===== config.mk =====
export PLATFORM = sky130hd
export DESIGN_NAME = logic_cell
export DESIGN_NICKNAME = d
export VERILOG_FILES = /design/src/common/logic_cell_pkg.sv /design/src/hw/logic_cell.sv
export SDC_FILE = /design/constraint.sdc
export NUM_CORES = 1
export LEC_CHECK = 0
export BUFFER_PORTS_ARGS = -buffer_cell sky130_fd_sc_hd__buf_2
export CORE_MARGIN = 4
export CORE_UTILIZATION = 59
export CTS_CLUSTER_DIAMETER = 60
export DETAILED_ROUTE_END_ITERATION = 7
export PLACE_DENSITY_LB_ADDON = 0.12
export SYNTH_ARGS = -nofsm -noshare
export SYNTH_HDL_FRONTEND = slang
export SYNTH_SLANG_ARGS = --single-unit
export TNS_END_PERCENT = 20

===== constraint.sdc =====
create_clock -name clk -period 15.5 [get_ports clk]
set_input_delay 3.1 -clock clk [delete_from_list [all_inputs] [get_ports clk]]
set_output_delay 3.1 -clock clk [all_outputs]
set_load 0.01 [all_outputs]

===== src/common/logic_cell_pkg.sv =====
// package for the logic cell storage, ram and carry block
// assumes a 25 MHz system clock and an avalon-mm master reaching the registers
// Notes on behaviour
// - two edge-triggered storage elements share one cell clock and one clock enable
// - each element picks rising or falling cell clock edge on its own
// - clock enable is active high, no per-element inversion
// - an unconnected clock enable acts as always asserted
// - extended variant lets both elements work as latches on shared clock and enable
// - flip-flop loads data on active edge with enable high, holds with enable low
// - an unconnected set/reset input counts as low
// - power-up or global init puts each element at its set or reset value
// - ram loads a per-instance initial value at configuration, zero by default
// - ram is untouched by the global init signal
// - single-port 32x1 ram uses one data bit, five address bits, write enable, one output
// - ram is organised as sixteen two-bit words or thirty-two one-bit words
// - each generator makes carry or borrow, passed on a dedicated path
// - the two generators form a two-bit adder chainable to any width
// - base variant carry runs up or down, turning right at column ends
// - extended variant carry runs upward only, no downward carry in
// - carry shares operands with the generators, which form the sum bits
// - extended variant lets input four of second generator drive carry out via a zero mux
package logic_cell_pkg;
  localparam logic [3:0]  OFS_CONFIG    = 4'h0;
  localparam logic [3:0]  OFS_CONTROL   = 4'h4;
  localparam logic [3:0]  OFS_RAM_INIT  = 4'h8;
  localparam logic [3:0]  OFS_STATUS    = 4'hc;
  localparam logic [15:0] CONFIG_RESET  = 16'h00c0;
  localparam logic [31:0] RAM_INIT_RESET = 32'h0000_0000;
  // config field positions
  localparam int CFG_FALL0    = 0;
  localparam int CFG_FALL1    = 1;
  localparam int CFG_LATCH    = 2;
  localparam int CFG_SET0     = 3;
  localparam int CFG_SET1     = 4;
  localparam int CFG_EXTENDED = 5;
  localparam int CFG_CE_USE0  = 6;
  localparam int CFG_CE_USE1  = 7;
  localparam int CFG_SR_USE   = 8;
  localparam int CFG_RAM_EN   = 9;
  localparam int CFG_RAM_32X1 = 10;
  localparam int CFG_DOWN     = 11;
  localparam int CFG_COL_END  = 12;
  localparam int CFG_SUB      = 13;
  localparam int CFG_G4_OUT   = 14;
  localparam int CFG_G4_ZERO  = 15;
  // control bits, self clearing
  localparam int CTL_GLOBAL_INIT = 0;
  localparam int CTL_CONFIGURE   = 1;

  typedef struct packed {
    logic       cellClock;
    logic       cellClockEnableIn;
    logic       localSetResetIn;
    logic       globalInitSignal;
    logic [1:0] storeData;
    logic [3:0] firstGenInputs;
    logic [3:0] secondGenInputs;
    logic       cellDataInZero;
    logic       cellDataInOne;
    logic       writeEnable;
    logic       carryIn;
    logic       downwardCarryIn;
  } pins_s;

  typedef struct packed {
    pins_s       syncA;
    pins_s       syncB;
    logic        clkPrev;
    logic [1:0]  q;
    logic [31:0] ram;
    logic [15:0] cfg;
    logic [31:0] ramInit;
    logic [1:0]  sum;
    logic        carryOut;
    logic        carryOutDown;
    logic        carryOutRight;
    logic [1:0]  ramOut;
    logic        waitReq;
    logic [31:0] readData;
  } state_s;
endpackage : logic_cell_pkg


===== src/hw/logic_cell.sv =====
// storage elements, level-sensitive ram and fast carry of one logic cell
// assumes all cell pins are asynchronous to clk and an avalon-mm master on clk
`timescale 1ns/1ps
module logic_cell (
  input  wire logic        clk,
  input  wire logic        rst,
  input  wire logic        cellClock,
  input  wire logic        cellClockEnableIn,
  input  wire logic        localSetResetIn,
  input  wire logic        globalInitSignal,
  input  wire logic [1:0]  storeData,
  input  wire logic [3:0]  firstGenInputs,
  input  wire logic [3:0]  secondGenInputs,
  input  wire logic        cellDataInZero,
  input  wire logic        cellDataInOne,
  input  wire logic        writeEnable,
  input  wire logic        carryIn,
  input  wire logic        downwardCarryIn,
  input  wire logic [3:0]  address,
  input  wire logic        read,
  input  wire logic        write,
  input  wire logic [31:0] writedata,
  input  wire logic [3:0]  byteenable,
  output logic [31:0]      readdata,
  output logic             waitrequest,
  output logic [1:0]       q,
  output logic [1:0]       sum,
  output logic             carryOut,
  output logic             carryOutDown,
  output logic             carryOutRight,
  output logic [1:0]       ramOut
);

  logic_cell_pkg::state_s st;
  logic_cell_pkg::state_s next_st;
  logic_cell_pkg::pins_s  pinsNow;

  // byte-lane merge used by both writable registers
  function automatic logic [31:0] mergeLanes(input logic [31:0] old, input logic [31:0] wd,
                                             input logic [3:0] be);
    logic [31:0] r;
    r = old;
    for (int i = 0; i < 4; i++) begin
      if (be[i]) begin
        r[i*8 +: 8] = wd[i*8 +: 8];
      end
    end
    return r;
  endfunction : mergeLanes

  // one storage element step
  function automatic logic storeStep(input logic qOld, input logic d, input logic latchMode,
                                     input logic rise, input logic fall, input logic level,
                                     input logic falling, input logic ce, input logic forceIn,
                                     input logic initVal);
    logic r;
    r = qOld;
    if (forceIn) begin
      r = initVal;
    end else if (ce) begin
      if (latchMode) begin
        if (level ^ falling) begin
          r = d;
        end
      end else if (falling ? fall : rise) begin
        r = d;
      end
    end
    return r;
  endfunction : storeStep

  always_comb begin
    pinsNow.cellClock         = cellClock;
    pinsNow.cellClockEnableIn = cellClockEnableIn;
    pinsNow.localSetResetIn   = localSetResetIn;
    pinsNow.globalInitSignal  = globalInitSignal;
    pinsNow.storeData         = storeData;
    pinsNow.firstGenInputs    = firstGenInputs;
    pinsNow.secondGenInputs   = secondGenInputs;
    pinsNow.cellDataInZero    = cellDataInZero;
    pinsNow.cellDataInOne     = cellDataInOne;
    pinsNow.writeEnable       = writeEnable;
    pinsNow.carryIn           = carryIn;
    pinsNow.downwardCarryIn   = downwardCarryIn;
  end

  logic        ext;
  logic        rise;
  logic        fall;
  logic [1:0]  ce;
  logic        srIn;
  logic        gInit;
  logic        cfgLoad;
  logic        doWrite;
  logic [3:0]  opA;
  logic [3:0]  opB;
  logic        cin;
  logic        c1;
  logic        c2;
  logic [4:0]  addr32;
  logic [31:0] ramNext;
  logic [31:0] cfgWord;

  always_comb begin
    next_st = st;
    next_st.syncA = pinsNow;
    next_st.syncB = st.syncA;
    next_st.clkPrev = st.syncB.cellClock;
    ext = st.cfg[logic_cell_pkg::CFG_EXTENDED];
    rise = st.syncB.cellClock & ~st.clkPrev;
    fall = ~st.syncB.cellClock & st.clkPrev;

    // avalon slave: one wait cycle, then answer
    doWrite = write & ~st.waitReq;
    next_st.waitReq = ~((read | write) & st.waitReq);
    gInit = st.syncB.globalInitSignal;
    cfgLoad = 1'b0;
    // lanes merged on a full word, only the low half is a real register
    cfgWord = mergeLanes({16'h0000, st.cfg}, writedata, byteenable);
    if (doWrite) begin
      unique case (address)
        logic_cell_pkg::OFS_CONFIG: begin
          next_st.cfg = cfgWord[15:0];
        end
        logic_cell_pkg::OFS_CONTROL: begin
          if (byteenable[0]) begin
            gInit = gInit | writedata[logic_cell_pkg::CTL_GLOBAL_INIT];
            cfgLoad = writedata[logic_cell_pkg::CTL_CONFIGURE];
          end
        end
        logic_cell_pkg::OFS_RAM_INIT: begin
          next_st.ramInit = mergeLanes(st.ramInit, writedata, byteenable);
        end
        default: begin
        end
      endcase
    end
    if ((read | write) & st.waitReq & read) begin
      unique case (address)
        logic_cell_pkg::OFS_CONFIG:   next_st.readData = {16'h0000, st.cfg};
        logic_cell_pkg::OFS_RAM_INIT: next_st.readData = st.ramInit;
        logic_cell_pkg::OFS_STATUS: begin
          next_st.readData = {22'h000000, st.ramOut, st.carryOutRight, st.carryOutDown, st.carryOut,
                              st.sum, st.syncB.cellClock, st.q};
        end
        default:                      next_st.readData = 32'h0000_0000;
      endcase
    end

    // storage elements; latch mode exists on the extended variant only
    ce[0] = st.cfg[logic_cell_pkg::CFG_CE_USE0] ? st.syncB.cellClockEnableIn : 1'b1;
    ce[1] = st.cfg[logic_cell_pkg::CFG_CE_USE1] ? st.syncB.cellClockEnableIn : 1'b1;
    srIn = st.cfg[logic_cell_pkg::CFG_SR_USE] & st.syncB.localSetResetIn;
    next_st.q[0] = storeStep(st.q[0], st.syncB.storeData[0], ext & st.cfg[logic_cell_pkg::CFG_LATCH],
                             rise, fall, st.syncB.cellClock, st.cfg[logic_cell_pkg::CFG_FALL0], ce[0],
                             srIn | gInit, st.cfg[logic_cell_pkg::CFG_SET0]);
    next_st.q[1] = storeStep(st.q[1], st.syncB.storeData[1], ext & st.cfg[logic_cell_pkg::CFG_LATCH],
                             rise, fall, st.syncB.cellClock, st.cfg[logic_cell_pkg::CFG_FALL1], ce[1],
                             srIn | gInit, st.cfg[logic_cell_pkg::CFG_SET1]);

    // level-sensitive single-port ram; global init never reaches it
    ramNext = st.ram;
    addr32 = {st.syncB.cellDataInOne, st.syncB.firstGenInputs};
    if (cfgLoad) begin
      ramNext = st.ramInit;
    end else if (st.cfg[logic_cell_pkg::CFG_RAM_EN] & st.syncB.writeEnable) begin
      if (st.cfg[logic_cell_pkg::CFG_RAM_32X1]) begin
        ramNext[addr32] = st.syncB.cellDataInZero;
      end else begin
        ramNext[{st.syncB.firstGenInputs, 1'b0}] = st.syncB.cellDataInZero;
        ramNext[{st.syncB.secondGenInputs, 1'b1}] = st.syncB.cellDataInOne;
      end
    end
    next_st.ram = ramNext;
    if (st.cfg[logic_cell_pkg::CFG_RAM_32X1]) begin
      next_st.ramOut = {1'b0, st.ram[addr32]};
    end else begin
      next_st.ramOut = {st.ram[{st.syncB.secondGenInputs, 1'b1}], st.ram[{st.syncB.firstGenInputs, 1'b0}]};
    end

    // two-bit add or subtract over operand pins shared with the generators
    opA = {2'b00, st.syncB.secondGenInputs[0], st.syncB.firstGenInputs[0]};
    opB = {2'b00, st.syncB.secondGenInputs[1], st.syncB.firstGenInputs[1]} ^
          {2'b00, {2{st.cfg[logic_cell_pkg::CFG_SUB]}}};
    if (ext) begin
      cin = st.syncB.carryIn;
    end else begin
      cin = st.cfg[logic_cell_pkg::CFG_DOWN] ? st.syncB.downwardCarryIn : st.syncB.carryIn;
    end
    c1 = (opA[0] & opB[0]) | (cin & (opA[0] ^ opB[0]));
    c2 = (opA[1] & opB[1]) | (c1 & (opA[1] ^ opB[1]));
    next_st.sum = {opA[1] ^ opB[1] ^ c1, opA[0] ^ opB[0] ^ cin};
    if (ext & st.cfg[logic_cell_pkg::CFG_G4_OUT]) begin
      c2 = st.cfg[logic_cell_pkg::CFG_G4_ZERO] ? 1'b0 : st.syncB.secondGenInputs[3];
    end
    next_st.carryOut = 1'b0;
    next_st.carryOutDown = 1'b0;
    next_st.carryOutRight = 1'b0;
    if (st.cfg[logic_cell_pkg::CFG_COL_END] & ~ext) begin
      next_st.carryOutRight = c2;
    end else if (st.cfg[logic_cell_pkg::CFG_DOWN] & ~ext) begin
      next_st.carryOutDown = c2;
    end else begin
      next_st.carryOut = c2;
    end
  end

  // power-up state: elements at reset value, ram zero
  always_ff @(posedge clk or posedge rst) begin
    if (rst) begin
      st <= '0;
      st.cfg <= logic_cell_pkg::CONFIG_RESET;
      st.ramInit <= logic_cell_pkg::RAM_INIT_RESET;
      st.waitReq <= 1'b1;
    end else begin
      st <= next_st;
    end
  end

  assign readdata      = st.readData;
  assign waitrequest   = st.waitReq;
  assign q             = st.q;
  assign sum           = st.sum;
  assign carryOut      = st.carryOut;
  assign carryOutDown  = st.carryOutDown;
  assign carryOutRight = st.carryOutRight;
  assign ramOut        = st.ramOut;

endmodule : logic_cell


After elaboration in Yosys (flattened, before gate mapping)
Index checks and enable logic that the tools add are counted.
{"block": "totals", "wordCells": 149, "output_inout_bits": 42, "regBits": 161, "inputBits": 63}
{"block": "op_classes", "n_mux": 48, "n_eq_ne": 5, "magnitude_cmp": 6, "n_reduce_logical": 17, "n_bitwise": 32}
{"operator": "$bwmux 32", "n": 3}
{"operator": "$mux 32", "n": 3}
{"operator": "$pmux 32 s3", "n": 1}
{"operator": "$mux 1", "n": 33}
{"operator": "$reduce_and 3->1", "n": 8}
{"operator": "$lt 5x6->1 const B", "n": 3}
{"operator": "$and 1x1->1", "n": 15}
{"operator": "$ge 5x1->1 const B", "n": 3}
{"operator": "$bmux 1 s4", "n": 2}
{"operator": "$demux 1 s4", "n": 2}
{"operator": "$eq 4x4->1 const B", "n": 2}
{"operator": "$ne 3x1->1 const B", "n": 2}
{"operator": "$reduce_bool 2->1", "n": 3}
{"operator": "$reduce_bool 3->1", "n": 2}
{"operator": "$xor 1x1->1", "n": 6}
{"operator": "$bmux 1 s5", "n": 1}
{"operator": "$demux 1 s5", "n": 1}
{"operator": "$not 1->1", "n": 5}
{"operator": "$or 1x1->1", "n": 5}
{"operator": "$eq 4x3->1 const B", "n": 1}
{"operator": "$logic_not 4->1", "n": 1}
{"operator": "$mux 2", "n": 2}
{"operator": "$logic_and 1x1->1", "n": 3}
{"operator": "$xor 2x2->2", "n": 1}

Depth between registers and ports, before layout
{"block": "depth", "depth_word": 9, "ltp_mapped": 10, "mapped_depth_nobuf": 8}

Worst setup path after synthesis
Ideal clock, no wire load.
{"block": "synth_path", "kind": "input -> register", "start": "in address[3]", "end": "reg st (netlist bit ext)", "arrival_time_ns": 4.328, "path_buffers": 1, "setup_slack_ns": 11.047, "required_ns": 15.375, "path_stages": 4, "setup_ns": 0.125, "cell_sequence": "nor4_2 > and3_1 > buf_2 > mux2_2"}
{"block": "synth_via", "elab_chain_cells": 2}
{"element": "start, declared", "line": "logic_cell.sv:19", "source": "input wire logic [3:0] address,"}
{"element": "$logic_not 4->1", "line": "logic_cell.sv:121", "source": "unique case (address)"}
{"element": "$reduce_and 3->1 (no source line)"}
{"element": "end signal, assigned", "line": "logic_cell.sv:216", "source": "st <= next_st;"}
{"element": "end, declared", "line": "logic_cell.sv:34", "source": "logic_cell_pkg::state_s st;"}
Every way passes these cells.
A chain may end at the register's enable or synchronous reset.

Final worst setup path
{"block": "layout_path", "start": "in address[2]", "end": "reg st[45] (netlist bit)"}
{"block": "layout_via", "elab_chain_cells": 2}
{"element": "$eq 4x4->1"}
{"element": "$reduce_and 3->1 (no source line)"}
Every way passes these cells.

==> metrics.txt <==
WP data arrival=4780 ps; GR Overflow Total=0; area grow syn2layout=11.4%; CP top delay family=simple AND/OR/NAND/NOR gates; top_reg_cell synth=dfrtp_1; initial antenna violation count=0; global-route wire length before repair=33100 um; number of global-route vias before repair=6153; GP Congestion=roughly 0.93; # hold bufs at CTS=0; crit-path max FO=35; largest net degree at the start of global routing=91; Clock Skew=8.43 ps; crit path cell chain=buf_2 -> nor4b_4 -> buf_4 -> and3_1 -> mux2_2; drt first-iter violations=between 500 and 600; root buffer cell=clkbuf_16; post-route ant nets=0; chip width=~120 um; synth warn=0; slowest CP cell=and3_1; DRC Markers=0; minimum clock period=4470 ps; status=complete, no violations; Setup CP Type=in2reg; CP startpoint kind=primary input; Tightest Pin Transition=1020 ps; H-tree levels=4; Slew Limit Fails=0; final setup violation count=0; CP Buf/Inv Count=2; antenna diode count=0; pwr dens=124 nW/um2; unrepaired setup endpoints after global routing=false; met3 global-route usage=0.0716; initial core utilization=0.604; min-delay src=next_st[130]$_DFF_PP0_; Core Rows=42; Worst path max stage delay=480 ps; IO Count=105; Max Clock Freq=~220 MHz; Post-synth EDFFs=0; Worst R2R End=st[118]$_DFFE_PP0P_; Netlist Area Pre-Place=8040 um2; Peak supply drop=0.0879 mV; hold crit path type=reg2reg; Final Hold Slack=roughly 350 ps; Fin. Hold Viols=0; relative slew slack=0.319; register area=4030 um2; ratio of cells with drive above 1 in the final layout=0.287; post-synth cell types=63; GR peak layer=met2; Routed wire per std cell=about 21 um; commonest non-fill, non-tap cell in the layout=dfrtp_1; Hold Crit Depth=0; crit end category=flip-flop; height of the chip=125 um; Max clock buf depth=2; DR vias=6148; CTS tree=yes; Final Cycle Share=0.288; flop2flop setup slack=13130 ps; CORE AREA=13300 um2; Multi-input gate area=3460 um2; Final #Nets=840; Initial DRT Pass Iterations=6; die area=between 15000 and 20000 um2; Critical Path RT=between 15000 and 20000 ps; setup bufs post-CTS=0; Yosys reg bits=around 160; M1 GR Usage=0.380; asr flop ratio synth=1.00; net count after synthesis=799; detailed placer's ending HPWL=14200 um; synthesized instance count=about 730; Avg Vias per Cell=6.38; most frequent cells in the layout=dfrtp_1 (158), buf_2 (104), nand2_1 (89); final setup TNS=0 ps; Avg Cell Area, Syn=10.9 um2; Worst-Skew Late Latency=430 ps; I/O Buffers=104; Tot GR Track Use=0.268; sink of the worst hold path=st[130]$_DFF_PP0_; sequential area share after synthesis=0.502; Fill cells=1039; worst flop-to-flop path startpoint=addr32[3]$_DFF_PP0_; total CTS buffers=17; clock slew at reported path FFs=60 ps; worst r2r path cells=4; LEAKAGE=3.88 nW; M2 GR Usage=0.404; Total Routed Length=20500 um; Resize count post-CTS=0; maxcap violations=0; # clock sinks=161
worst max path at each step:
stage	endpoint	slack (ps)	cells past startpoint	startpoint
6_report	st[45]$_DFFE_PP0P_	11030	5	address[2]
5_1_grt	st[74]$_DFFE_PP0P_	10940	3	rst
4_1_cts	st[45]$_DFFE_PP0P_	11060	5	address[2]
3_5_place_dp	st[55]$_DFFE_PP0P_	10620	5	address[2]
3_3_place_gp	st[43]$_DFFE_PP0P_	10700	5	address[2]
2_1_floorplan	addr32[0]$_DFF_PP0_	8060	1	rst
routing by layer:
metal	vias up	wire, um
li1	2746	-
met1	3063	8870
met2	304	9490
met3	35	1740
met4	0	424
met5	-	0
where the power goes:
part           internal [mW]  switching [mW]  total (mW)
combinational         0.0772          0.0779       0.155
clock                  0.256           0.172       0.427
sequential             0.472          0.0526       0.524
total                  0.805           0.302        1.11
through the flow:
stage	setup WS (ps)	cell area, um2	utilization	std cells	total power [mW]
5_1_grt	10940	8950	0.673	964	1.15
2_1_floorplan	8060	8040	-	734	0.629
4_1_cts	11060	8950	0.673	964	1.11
3_5_place_dp	10620	8350	0.628	932	0.683
6_report	11030	8950	0.673	964	1.11
3_3_place_gp	10700	8350	0.628	932	0.677
kinds of logic (layout without fill, tap and decap cells):
logic type               Yosys count  in the layout  share of synthesized area
multiplexers                      79             79                      0.127
AND/OR/NAND/NOR                  219            219                      0.157
XOR/XNOR                           2              2                    0.00218
flip-flops                       161            161                      0.502
adder cells (fa/ha/maj)            2              2                    0.00498
AO/OA/AOI/OAI                    170            170                      0.138
buffers and inverters            101            155                     0.0687
final cells by class:
class,count,area share
clock buffers,22,0.0541
clock inverters,10,0.0136
inverters,9,0.00433
multi-input cells,472,0.387
flip-flops and latches,161,0.450
well taps,176,0.0246
repair buffers,114,0.0665
synth_stat cells, types with 12 or more instances:
master    count  area [um2]
dfrtp_1     158        3950
o31ai_1      16         120
nor2_1       12        45.0
buf_2        15        75.1
nand2_1      89         334
clkbuf_1     37         139
nand2b_1     19         119
o21ai_0      48         240
nor3b_1      25         188
mux2i_1      15         150
mux2_2       51         574
mux4_2       12         270
buf_4        39         293
o22ai_1      36         225
a21oi_1      19        95.1
sequential cells by signal, indices dropped and copies added, names as in the netlist, 2 cells and up:
name / count
addr32: 5
next_st: 20
q: 2
ramOut: 2
readdata: 32
st: 92
sum: 2
Note: power is estimated with default switching activity, not from simulation.
